**src/design/rsc_pkg.sv**
```systemverilog
// Purpose: shared constants for the reset strap capture block
// Assumes: byte addresses on a 32-bit Avalon-MM register port
// Notes:   status register offset and layout are local to this block
package rsc_pkg;
    // register byte addresses
    localparam logic [31:0] RSC_ADDR_LOW    = 32'h4000_0000;
    localparam logic [31:0] RSC_ADDR_HIGH   = 32'h4000_0004;
    localparam logic [31:0] RSC_ADDR_STATUS = 32'h4000_0010;

    // bus widths
    localparam int RSC_DATA_W = 32;
    localparam int RSC_ADDR_W = 32;

    // captured field layout: each register uses its low eight bits
    localparam int RSC_CAP_W   = 8;
    localparam int RSC_PINS    = 16;
    localparam logic [7:0] RSC_CAP_RESET = 8'h00;

    // status register layout
    localparam int RSC_ST_DONE  = 0;
    localparam int RSC_ST_EMU   = 1;
    localparam int RSC_ST_WDOG  = 2;
    localparam int RSC_ST_PIN   = 3;
    localparam int RSC_ST_CNT   = 8;
    localparam int RSC_CNT_W    = 8;
    localparam logic [7:0] RSC_CNT_RESET = 8'h00;

    // synchroniser depth for pin inputs
    localparam int RSC_SYNC_STAGES = 2;

    // avalon response codes
    localparam logic [1:0] RSC_RESP_OKAY   = 2'h0;
    localparam logic [1:0] RSC_RESP_DECERR = 2'h3;

    // capture sequencer states
    typedef enum logic {
        RSC_IN_RESET,
        RSC_RELEASED
    } rsc_cap_state_t;
endpackage

```
**src/design/rsc_top.sv**
```systemverilog
// Purpose: capture boot strap pin levels on external reset release
// Assumes: strap pins and the external reset pin are asynchronous
// Notes:   i_rst_n is the power-on reset of this block only; the
//          emulator and watchdog resets arrive as event inputs
//
// The implementer's own choice: the Avalon-MM interface to the registers.
`timescale 1ns/1ps

// What this block does
// - low bit 7 captures serial0 input pin
// - low bit 6 captures serial0 output pin
// - low bit 5 captures serial0 clock pin
// - low bit 4 captures serial0 select pin
// - low bit 3 captures serial0 enable pin
// - low bit 2 captures audio0 d8 pin
// - low bit 1 captures audio0 d9 pin
// - low bit 0 captures audio0 d7 pin
// - high bit 7 captures audio0 d5 pin
// - high bit 6 captures audio0 d6 pin
// - high bit 5 captures host chip select
// - high bit 4 captures host data 0
// - high bit 3 captures extmem d16 pin
// - high bit 2 captures audio0 transmit frame sync
// - high bit 1 captures audio0 receive frame sync
// - high bit 0 captures audio0 data 0
// - bits 31 to 8 are reserved
// - only external reset release reloads captures
module rsc_top #(
    parameter int ADDR_W = rsc_pkg::RSC_ADDR_W,
    parameter int CAP_W  = rsc_pkg::RSC_CAP_W
) (
    // clock and reset
    input  wire logic              i_clk_sys,
    input  wire logic              i_rst_n,

    // external reset pin, active low, asynchronous
    input  wire logic              i_ext_reset_n,

    // other reset sources, same-clock one-cycle pulses
    input  wire logic              i_emu_reset,
    input  wire logic              i_wdog_reset,

    // strap pins, asynchronous levels
    input  wire logic              i_ser0_in_twi0_data_pin,
    input  wire logic              i_ser0_out_pin,
    input  wire logic              i_ser0_clk_twi0_clk_pin,
    input  wire logic              i_ser0_select_twi1_clk_pin,
    input  wire logic              i_ser0_enable_twi1_data_pin,
    input  wire logic              i_audio0_d8_audio1_d5_ser1_in_pin,
    input  wire logic              i_audio0_d9_audio1_d4_ser1_out_pin,
    input  wire logic              i_audio0_d7_ser1_clk_pin,
    input  wire logic              i_audio0_d5_ser1_select_pin,
    input  wire logic              i_audio0_d6_ser1_enable_pin,
    input  wire logic              i_host_port_chip_select_pin,
    input  wire logic              i_host_port_data0_pin,
    input  wire logic              i_extmem_d16_host_addr0_pin,
    input  wire logic              i_audio0_tx_frame_sync_pin,
    input  wire logic              i_audio0_rx_frame_sync_pin,
    input  wire logic              i_audio0_data0_pin,

    // avalon-mm register port
    input  wire logic [ADDR_W-1:0] i_address,
    input  wire logic              i_read,
    input  wire logic              i_write,
    input  wire logic [31:0]       i_writedata,
    input  wire logic [3:0]        i_byteenable,

    // avalon-mm answer, registered in the handshake block
    output logic [31:0]            o_readdata,
    output logic                   o_waitrequest,
    output logic [1:0]             o_response,

    // captured straps for boot logic
    output logic [CAP_W-1:0]       o_strap_capture_low,
    output logic [CAP_W-1:0]       o_strap_capture_high,
    output logic                   o_capture_valid
);
    // elaboration check: the bit map is fixed at eight bits per register
    generate
        if (CAP_W != rsc_pkg::RSC_CAP_W || ADDR_W != rsc_pkg::RSC_ADDR_W) begin : g_bad
            $error("rsc_top: CAP_W must be 8 and ADDR_W must be 32");
        end
    endgenerate

    // sixteen straps plus the reset pin share one synchroniser
    localparam int SYNC_W = rsc_pkg::RSC_PINS + 1;


    // pin synchronisation
    // a strap that moves within two cycles of the release may land either way
    logic [SYNC_W-1:0] pins_async;
    logic [SYNC_W-1:0] pins_sync;

    // gather the pins so one synchroniser serves all of them; the
    // external reset travels the same depth so straps and the edge
    // line up on the same cycle
    assign pins_async = {
        i_ext_reset_n,
        i_audio0_d5_ser1_select_pin,
        i_audio0_d6_ser1_enable_pin,
        i_host_port_chip_select_pin,
        i_host_port_data0_pin,
        i_extmem_d16_host_addr0_pin,
        i_audio0_tx_frame_sync_pin,
        i_audio0_rx_frame_sync_pin,
        i_audio0_data0_pin,
        i_ser0_in_twi0_data_pin,
        i_ser0_out_pin,
        i_ser0_clk_twi0_clk_pin,
        i_ser0_select_twi1_clk_pin,
        i_ser0_enable_twi1_data_pin,
        i_audio0_d8_audio1_d5_ser1_in_pin,
        i_audio0_d9_audio1_d4_ser1_out_pin,
        i_audio0_d7_ser1_clk_pin
    };

    rsc_sync #(
        .WIDTH (SYNC_W)
    ) u_sync (
        .i_clk_sys (i_clk_sys),
        .i_rst_n   (i_rst_n),
        .i_async   (pins_async),
        .o_sync    (pins_sync)
    );


    // strap bit map
    // sync index to pin, high register on the left
    //   15 audio0 d5 / ser1 select      7 ser0 in / twi0 data
    //   14 audio0 d6 / ser1 enable      6 ser0 out
    //   13 host chip select             5 ser0 clock / twi0 clock
    //   12 host data 0                  4 ser0 select / twi1 clock
    //   11 extmem d16 / host addr 0     3 ser0 enable / twi1 data
    //   10 audio0 tx frame sync         2 audio0 d8 / ser1 in
    //    9 audio0 rx frame sync         1 audio0 d9 / ser1 out
    //    8 audio0 data 0                0 audio0 d7 / ser1 clock
    wire ext_reset_n_s = pins_sync[SYNC_W-1];
    wire [CAP_W-1:0] next_low;
    wire [CAP_W-1:0] next_high;

    // low capture register bits
    assign next_low[7] = pins_sync[7];
    assign next_low[6] = pins_sync[6];
    assign next_low[5] = pins_sync[5];
    assign next_low[4] = pins_sync[4];
    assign next_low[3] = pins_sync[3];
    assign next_low[2] = pins_sync[2];
    assign next_low[1] = pins_sync[1];
    assign next_low[0] = pins_sync[0];

    // high capture register bits
    assign next_high[7] = pins_sync[15];
    assign next_high[6] = pins_sync[14];
    assign next_high[5] = pins_sync[13];
    assign next_high[4] = pins_sync[12];
    assign next_high[3] = pins_sync[11];
    assign next_high[2] = pins_sync[10];
    assign next_high[1] = pins_sync[9];
    assign next_high[0] = pins_sync[8];


    // release detection
    // one state per pin level, so each rise gives exactly one capture
    rsc_pkg::rsc_cap_state_t state;
    rsc_pkg::rsc_cap_state_t next_state;
    logic                    capture;

    // the sequencer starts in reset so a pin held high from power-up
    // still counts as a release on the first synchronised sample
    always_comb begin
        next_state = state;
        capture    = 1'b0;
        case (state)
            rsc_pkg::RSC_IN_RESET: begin
                if (ext_reset_n_s) begin
                    next_state = rsc_pkg::RSC_RELEASED;
                    capture    = 1'b1;
                end
            end
            rsc_pkg::RSC_RELEASED: begin
                if (!ext_reset_n_s) begin
                    next_state = rsc_pkg::RSC_IN_RESET;
                end
            end
            default: begin
                next_state = rsc_pkg::RSC_IN_RESET;
            end
        endcase
    end

    always_ff @(posedge i_clk_sys) begin
        if (!i_rst_n) begin
            state <= rsc_pkg::RSC_IN_RESET;
        end else begin
            state <= next_state;
        end
    end


    // capture registers
    // loaded only by the release edge; emulator and watchdog events
    // and every bus write leave them alone
    // a power-on reset of this block clears them until the next
    // release, so boot code must see o_capture_valid first
    always_ff @(posedge i_clk_sys) begin
        if (!i_rst_n) begin
            o_strap_capture_low  <= rsc_pkg::RSC_CAP_RESET;
            o_strap_capture_high <= rsc_pkg::RSC_CAP_RESET;
            o_capture_valid      <= 1'b0;
        end else if (capture) begin
            o_strap_capture_low  <= next_low;
            o_strap_capture_high <= next_high;
            o_capture_valid      <= 1'b1;
        end
    end


    // register decode
    // full-word compare, so the captures have no aliases in the window
    wire hit_low    = (i_address == rsc_pkg::RSC_ADDR_LOW);
    wire hit_high   = (i_address == rsc_pkg::RSC_ADDR_HIGH);
    wire hit_status = (i_address == rsc_pkg::RSC_ADDR_STATUS);
    wire hit_any    = hit_low | hit_high | hit_status;

    logic [31:0] status_word;
    logic [31:0] rd_value;
    logic [1:0]  rd_resp;
    logic        wr_strobe;

    // reserved bits above the captured byte read as zero
    assign rd_value = hit_low    ? {24'h00_0000, o_strap_capture_low}  :
                      hit_high   ? {24'h00_0000, o_strap_capture_high} :
                      hit_status ? status_word : 32'h0000_0000;
    // any other word answers with a decode error and zero data
    assign rd_resp  = hit_any ? rsc_pkg::RSC_RESP_OKAY : rsc_pkg::RSC_RESP_DECERR;

    rsc_avs u_avs (
        .i_clk_sys     (i_clk_sys),
        .i_rst_n       (i_rst_n),
        .i_read        (i_read),
        .i_write       (i_write),
        .i_rd_value    (rd_value),
        .i_rd_resp     (rd_resp),
        .o_waitrequest (o_waitrequest),
        .o_readdata    (o_readdata),
        .o_response    (o_response),
        .o_wr_strobe   (wr_strobe)
    );


    // status register
    // local addition so bring-up code can see which reset last ran
    logic                        done_flag;
    logic                        emu_flag;
    logic                        wdog_flag;
    logic [rsc_pkg::RSC_CNT_W-1:0] cap_count;

    // writes to the capture registers are accepted and dropped; only
    // byte 0 of the status register holds clear bits
    wire st_wr  = wr_strobe & hit_status & i_byteenable[0];
    wire clr_dn = st_wr & i_writedata[rsc_pkg::RSC_ST_DONE];
    wire clr_em = st_wr & i_writedata[rsc_pkg::RSC_ST_EMU];
    wire clr_wd = st_wr & i_writedata[rsc_pkg::RSC_ST_WDOG];

    // sticky flags clear on write one; a new event in the same cycle
    // wins so no event is lost
    always_ff @(posedge i_clk_sys) begin
        if (!i_rst_n) begin
            done_flag <= 1'b0;
            emu_flag  <= 1'b0;
            wdog_flag <= 1'b0;
        end else begin
            done_flag <= capture | (done_flag & ~clr_dn);
            emu_flag  <= i_emu_reset | (emu_flag & ~clr_em);
            wdog_flag <= i_wdog_reset | (wdog_flag & ~clr_wd);
        end
    end

    // release counter wraps; it lets software see repeated releases
    // eight bits wrap after 256 releases, so compare two reads only
    always_ff @(posedge i_clk_sys) begin
        if (!i_rst_n) begin
            cap_count <= rsc_pkg::RSC_CNT_RESET;
        end else if (capture) begin
            cap_count <= cap_count + 8'h01;
        end
    end

    // status word layout; bits not listed read as zero
    always_comb begin
        status_word = 32'h0000_0000;
        status_word[rsc_pkg::RSC_ST_DONE] = done_flag;
        status_word[rsc_pkg::RSC_ST_EMU]  = emu_flag;
        status_word[rsc_pkg::RSC_ST_WDOG] = wdog_flag;
        status_word[rsc_pkg::RSC_ST_PIN]  = ext_reset_n_s;
        status_word[rsc_pkg::RSC_ST_CNT +: rsc_pkg::RSC_CNT_W] = cap_count;
    end
endmodule

```
**src/design/rsc_sync.sv**
```systemverilog
// Purpose: two flip-flop synchroniser for a vector of pin levels
// Assumes: each bit is an independent level; no bus coherence needed
// Notes:   first stage feeds only the second stage
`timescale 1ns/1ps
module rsc_sync #(
    parameter int WIDTH = 17
) (
    // clock and reset
    input  wire logic             i_clk_sys,
    input  wire logic             i_rst_n,
    // pins and synchronised levels
    input  wire logic [WIDTH-1:0] i_async,
    output logic      [WIDTH-1:0] o_sync
);
    logic [WIDTH-1:0] meta;

    // one two-stage chain per bit; reset to zero keeps a defined start
    genvar g;
    generate
        for (g = 0; g < WIDTH; g++) begin : g_bit
            always_ff @(posedge i_clk_sys) begin
                if (!i_rst_n) begin
                    meta[g]   <= 1'b0;
                    o_sync[g] <= 1'b0;
                end else begin
                    meta[g]   <= i_async[g];
                    o_sync[g] <= meta[g];
                end
            end
        end
    endgenerate
endmodule

```
**src/design/rsc_avs.sv**
```systemverilog
// Purpose: Avalon-MM slave handshake with one wait cycle per access
// Assumes: master holds its request until it sees waitrequest low
// Notes:   read data and response are latched one edge before release
`timescale 1ns/1ps
module rsc_avs (
    // clock and reset
    input  wire logic        i_clk_sys,
    input  wire logic        i_rst_n,
    // bus request
    input  wire logic        i_read,
    input  wire logic        i_write,
    // decoded answer from the register file
    input  wire logic [31:0] i_rd_value,
    input  wire logic [1:0]  i_rd_resp,
    // bus answer
    output logic             o_waitrequest,
    output logic [31:0]      o_readdata,
    output logic [1:0]       o_response,
    // write strobe, high in the cycle the master is released
    output logic             o_wr_strobe
);
    wire req    = i_read | i_write;
    wire accept = req & o_waitrequest;

    // waitrequest idles high and drops for exactly one cycle per request
    always_ff @(posedge i_clk_sys) begin
        if (!i_rst_n) begin
            o_waitrequest <= 1'b1;
            o_readdata    <= 32'h0000_0000;
            o_response    <= rsc_pkg::RSC_RESP_OKAY;
        end else begin
            o_waitrequest <= ~accept;
            if (accept) begin
                o_readdata <= i_read ? i_rd_value : 32'h0000_0000;
                o_response <= i_rd_resp;
            end
        end
    end

    // write acts at the edge where the master samples waitrequest low
    assign o_wr_strobe = i_write & ~o_waitrequest;
endmodule

```
**config.mk**
```make
export PLATFORM = sky130hd
export DESIGN_NAME = rsc_top
export DESIGN_NICKNAME = d
export VERILOG_FILES = /design/src/design/rsc_pkg.sv /design/src/design/rsc_top.sv /design/src/design/rsc_sync.sv /design/src/design/rsc_avs.sv
export SDC_FILE = /design/constraint.sdc
export NUM_CORES = 1
export LEC_CHECK = 0
export BUFFER_PORTS_ARGS = -buffer_cell sky130_fd_sc_hd__buf_2
export CAP_MARGIN = 20
export CORE_ASPECT_RATIO = 0.6
export CORE_UTILIZATION = 52
export CTS_BUF_LIST = sky130_fd_sc_hd__clkbuf_2
export CTS_CLUSTER_SIZE = 20
export DETAILED_ROUTE_END_ITERATION = 6
export HOLD_SLACK_MARGIN = 0.03
export PLACE_DENSITY = 0.92
export SYNTH_ARGS = -nofsm -noshare
export SYNTH_HDL_FRONTEND = slang
export SYNTH_HIERARCHICAL = 1
export SYNTH_SLANG_ARGS = --single-unit
```
**constraint.sdc**
```tcl
create_clock -name i_clk_sys -period 2.3 [get_ports i_clk_sys]
set_clock_uncertainty 0.2 [all_clocks]
set_input_delay 0.69 -clock i_clk_sys [delete_from_list [all_inputs] [get_ports i_clk_sys]]
set_output_delay 0.69 -clock i_clk_sys [all_outputs]
set_load 0.05 [all_outputs]
```
==> results.ini, run 1 <==
[routing]
wl_per_cell_um=14.3
ant_nets=0
vias=3289
viasPerCell=5.11
dr.pass1.iters=4
finalWirelength_um=9240
drt_drc_violations_left=0
drt_iter0_markers=142

[critical_path]
critical_path_buf_inv_count=1
arrival_ns=1.33
path_class=reg -> out
slowest_delay_ns=0.48
crit_required_ns=1.41
cpMaxStageDelayCell=dfxtp_1
cp_cell_sequence=buf_2
end_kind=output port
startpoint_type=register
critical_path.max_fanout=3
critPathTopFamily=flip-flops

[clock_network]
clkTransAtPathRegs_ns=0.26
cts_buffers=9
clk_path_buf_depth=2
numClockSinks=98
cts_root_buf=clkbuf_2
cts_tree=done
holdBufCountCts=0
cts_resized=0
postCtsSetupRepairBufs=0
insertion_delay_ns=0.55
h-tree-depth=3

[cells_and_area]
final_common_cell=buf_2
syn2layout_area_growth_pct=22.0
drive_gt1_share_pct=41.3
stdcell_count=644
final_util_pct=66.6
final_cell_mix=buf_2 (108), nand2_1 (105), dfxtp_1 (98)
nFillCells=604
final_nets=627
n_antenna_cell=0

[hold_path]
hold_class=in -> reg

[global_routing]
grt_max_degree=56
grt_pass1_wl_um=15100
grt_pass1_vias=3327
gr-total-overflow=0
grt_antenna_before_repair=0
grt_usage_pct=24.4

[timing]
setup_violations=0
period_share_pct=96.6
fin_ws_ns=0.0785
worst_slew_pin_slew_ns=0.760
hold_violations=0
slew_viol_final=0
layout_min_cycle_time_ns=2.22
relSlewSlack_pct=49.3
fmax_ghz=0.450
holdWs_ns=0.119
rsz0062_at_grt=no

[power]
power_leakage_nw=2.12
power.density_nw_per_um2=616
vdd_drop_max_mv=0.393

[logic_synthesis]
syn_inst=406
synth_cell_types=43
synth_top_family_by_area=simple AND/OR/NAND/NOR gates
avgSynthCellArea_um2=9.89
ys_seq_area_share_pct=48.8
synth_top_area_share_pct=48.8
synth_simple_gate_area_share_pct=27.7
synth_xor_area_share_pct=1.53
synth_area_leaders=dfxtp_1 (49%), nand2_1 (9.9%), o22ai_2 (9.0%)
post-synth-top-area-cell=dfxtp_1
synthMuxAreaShare_pct=0.498
synth-compound-area-share_pct=15.9
synth-seq-cells=98
synth_adder_area_share_pct=0.312
syn_area_um2=4020
synth_warnings=6

[die]
fp-row-count=24
core-area_um2=7360
io_pins=143
dieHeight_um=70.1
die_area_um2=8090
start_util_pct=54.6
dieWidth_um=115

[placed_design]
hpwl_um=6990
place_ws_ns=-0.242
io_buffers=110
dp.cells=628
gp_congestion=0.924

[flow_run]
maxCapViolations=0

[run_status]
status=completed

## area by class of cell
class                           count  area [µm²]  share of cell area [%]
Tap cell                          104         130                    2.66
Timing Repair Buffer              133         778                    15.9
Clock inverter                      7        75.1                    1.53
Sequential cell                    98        1960                    40.1
Multi-Input combinational cell    293        1910                    39.0
Clock buffer                        9        45.0                   0.920
## synth_stat cells (all sizes together)
master / instances
nor2b: 1
conb: 1
nand3: 9
o31ai: 1
a32o: 4
clkbuf: 8
and2: 42
and2b: 1
nand2b: 1
nor3: 2
nand4: 9
and4: 3
nor2: 1
dfxtp: 98
o31a: 2
nand2: 106
a31oi: 4
nor4b: 3
xnor2: 6
nor4: 11
o22ai: 32
or4: 1
xor2: 1
o21a: 4
mux2i: 2
a21boi: 18
buf: 22
and3: 12
ha: 1
## worst reg2reg max path, stage by stage (launching register included)
cell	delay (ns)
dfxtp_1	0.46
nand2b_1	0.44
xnor2_1	0.27
and2_1	0.18
## cell families (layout without fill, tap and decap cells)
family / after synthesis / in the layout
AND/OR/NAND/NOR: 202 / 202
multiplexers: 2 / 2
buffers and inverters: 30 / 149
other: 1 / 16
XOR/XNOR: 7 / 7
AO/OA/AOI/OAI: 65 / 65
adder cells (fa/ha/maj): 1 / 1
flip-flops: 98 / 98
## path summary, 6_finish.rpt
path,startpoint,cells past startpoint,slack (ns),endpoint
worst min register to register,u_sync/o_sync[15]$_SDFF_PN0_,2,0.23,o_strap_capture_high[7]$_SDFFE_PN0P_
worst max register to register,u_sync/o_sync[16]$_SDFF_PN0_,3,0.72,cap_count[0]$_SDFFE_PN0P_
worst max-delay path,o_strap_capture_low[0]$_SDFFE_PN0P_,1,0.08,o_strap_capture_low[0]
worst min-delay path,i_wdog_reset,2,0.12,wdog_flag$_SDFF_PN0_
## stage by stage
step,instance area [µm²],TNS [ns],total power [mW]
6_report,4900,0,3.02
5_1_grt,4900,0,3.15
4_1_cts,4900,0,3.04
3_5_place_dp,4780,-3.71,2.21
3_3_place_gp,4780,-2.41,2.19
2_1_floorplan,4070,0,2.09
## sequential cells by signal, indices dropped and copies added (netlist names)
name,count
cap_count,8
done_flag,1
emu_flag,1
o_capture_valid,1
o_strap_capture_high,8
o_strap_capture_low,8
state,1
u_avs/o_readdata,32
u_avs/o_response,2
u_avs/o_waitrequest,1
u_sync/meta,17
u_sync/o_sync,17
wdog_flag,1
## power by group
| part | total [mW] | internal [mW] | switching [mW] | leakage, nW |
|---|---|---|---|---|
| Sequential | 1.79 | 1.76 | 0.0263 | 0.802 |
| Combinational | 0.388 | 0.146 | 0.241 | 1.25 |
| Clock | 0.842 | 0.259 | 0.583 | 0.0670 |
## layer usage
| metal | track usage (%) | up-vias | part of all wire [%] | wire, µm |
|---|---|---|---|---|
| met2 | 41.2 | 113 | 49 | 4490 |
| li1 | - | 1639 | - | - |
| met5 | 0 | - | 0 | 0 |
| met4 | 7.79 | 0 | 1.4 | 129 |
| met1 | 29.8 | 1522 | 43 | 3940 |
| met3 | 7.03 | 15 | 7.3 | 675 |
(Power assumes the default switching activity.)
==> inputs of run 2 (changes only) <==
--- a/config.mk
+++ b/config.mk
@@ -8,13 +8,12 @@
 export BUFFER_PORTS_ARGS = -buffer_cell sky130_fd_sc_hd__buf_2
 export CAP_MARGIN = 20
 export CORE_ASPECT_RATIO = 0.6
-export CORE_UTILIZATION = 52
+export CORE_UTILIZATION = 48
 export CTS_BUF_LIST = sky130_fd_sc_hd__clkbuf_2
 export CTS_CLUSTER_SIZE = 20
 export DETAILED_ROUTE_END_ITERATION = 6
 export HOLD_SLACK_MARGIN = 0.03
-export PLACE_DENSITY = 0.92
+export PLACE_DENSITY = 0.91
 export SYNTH_ARGS = -nofsm -noshare
 export SYNTH_HDL_FRONTEND = slang
-export SYNTH_HIERARCHICAL = 1
 export SYNTH_SLANG_ARGS = --single-unit
==> results.ini, run 2 <==
[run_status]
status=completed

[critical_path]
cpMaxStageDelayCell=dfxtp_1
crit_required_ns=1.41
slowest_delay_ns=0.46
critical_path_buf_inv_count=1
arrival_ns=1.26
cp_cell_sequence=buf_2
startpoint_type=register
end_kind=output port
critPathTopFamily=flip-flops
critical_path.max_fanout=3
path_class=reg -> out

[logic_synthesis]
async_flop_share_pct=0
synthMuxAreaShare_pct=1.31
synth_warnings=0
synth_area_leaders=dfxtp_1 (53%), and2_1 (8.6%), nand2_1 (5.7%)
synth_xor_area_share_pct=2.01
syn_inst=305
synth-compound-area-share_pct=13.9
avgSynthCellArea_um2=10.0
yosysMostFrequentCell=dfxtp_1
synth_cell_types=35
synth_simple_gate_area_share_pct=21.8
synth_enable_flop_cells=0
ys_top_cells_by_count=dfxtp_1 (81), nand2_1 (46), and2_1 (42)
synth_top_family_by_area=simple AND/OR/NAND/NOR gates
synth-seq-cells=81
synth_adder_area_share_pct=0.410
syn_area_um2=3060
ys_seq_area_share_pct=53.1
ys.flop_type=dfxtp_1
synth_top_area_share_pct=53.1
post-synth-top-area-cell=dfxtp_1

[timing]
worst_slew_pin_slew_ns=0.798
period_share_pct=93.3
slew_viol_final=0
holdWs_ns=0.170
relSlewSlack_pct=46.8
setup_tns_ns=0
fin_ws_ns=0.154
setup_violations=0
layout_min_cycle_time_ns=2.15
rsz0062_at_grt=no
hold_violations=0
fmax_ghz=0.466

[cells_and_area]
drive_gt1_share_pct=32.2
syn2layout_area_growth_pct=20.0
final_nets=491
seq_area_um2=1620
stdcell_count=488
multi_input_comb_area_um2=1260
final_cell_mix=buf_2 (94), dfxtp_1 (81), nand2_1 (46)
final_common_cell=buf_2
largestRegisters=u_sync.meta x17, u_sync.o_sync x17, u_avs.o_readdata x16
final_util_pct=59.7
nFillCells=515
n_antenna_cell=0
fin_area_um2=3670

[clock_network]
cts_resized=0
cts_root_buf=clkbuf_2
cts_buffers=9
h-tree-depth=3
clkTransAtPathRegs_ns=0.21
insertion_delay_ns=0.50
holdBufCountCts=0
postCtsSetupRepairBufs=0
cts_tree=done
numClockSinks=81
clk_path_buf_depth=2

[routing]
viasPerCell=4.91
drt_iter0_markers=117
ant_nets=0
drt_drc_violations_left=0
finalWirelength_um=6520
vias=2395
wl_per_cell_um=13.4
dr.pass1.iters=4

[die]
core-area_um2=6140
start_util_pct=49.8
fp-row-count=22
io_pins=143
dieHeight_um=63.8
dieWidth_um=105
die_area_um2=6700

[power]
fin_total_pwr_mw=2.45
power.density_nw_per_um2=669
vdd_drop_max_mv=0.407
power_leakage_nw=1.67

[global_routing]
grt_usage_pct=19.9
grt_pass1_vias=2256
grt_max_degree=64
gr-total-overflow=0
grt_antenna_before_repair=0
grt_pass1_wl_um=10300

[placed_design]
place_ws_ns=-0.0876
hpwl_um=4730
io_buffers=94
gp_congestion=0.871
dpl_cell_area_um2=3550
dp.cells=472

[hold_path]
hold_class=in -> reg

[flow_run]
maxCapViolations=0

## run 2: cells by family after synthesis
logic type      Yosys count
compound gates           51
fa+ha+maj                 1
simple gates            119
mux                       4
buf+inv                  41
flops                    81
xor+xnor                  7
other cells               1
## run 2: worst reg2reg max path, delay by kind of cell (launching register included)
| kind | cells | cell delay (ns) |
|---|---|---|
| flip-flops | 1 | 0.46 |
| AND/OR/NAND/NOR | 2 | 0.56 |
| AO/OA/AOI/OAI | 1 | 0.21 |
| buffers and inverters | 1 | 0.33 |
## run 2: path summary, 6_finish.rpt
check | end | slack, ns | startpoint | depth (start not counted)
hold / removal | u_sync.meta[11]$_SDFF_PN0_ | 0.17 | i_extmem_d16_host_addr0_pin | 2
setup reg to reg | o_strap_capture_low[5]$_SDFFE_PN0P_ | 0.45 | u_sync.o_sync[16]$_SDFF_PN0_ | 4
setup / recovery | o_strap_capture_high[2] | 0.15 | o_strap_capture_high[2]$_SDFFE_PN0P_ | 1
hold reg to reg | o_strap_capture_low[3]$_SDFFE_PN0P_ | 0.26 | u_sync.o_sync[3]$_SDFF_PN0_ | 2
## run 2: layout make-up
cell class	count	area share, %
Clock buffer	10	1.37
Clock inverter	6	1.84
Inverter	7	0.717
Multi-Input combinational cell	198	34.5
Sequential cell	81	44.2
Tap cell	84	2.87
Timing Repair Buffer	102	14.5
## run 2: per-layer routing
metal	part of all wire (%)	wire (µm)	global-route usage [%]	vias to the layer above
li1	-	-	-	1184
met1	44	2870	23.2	1106
met2	48	3110	34.6	93
met3	6.8	441	5.92	12
met4	1.5	96	8.27	0
met5	0	0	0	-
## run 2: power breakdown
group,internal (mW),switching [mW]
logic,0.0816,0.172
registers,1.45,0.0170
clock network,0.259,0.476
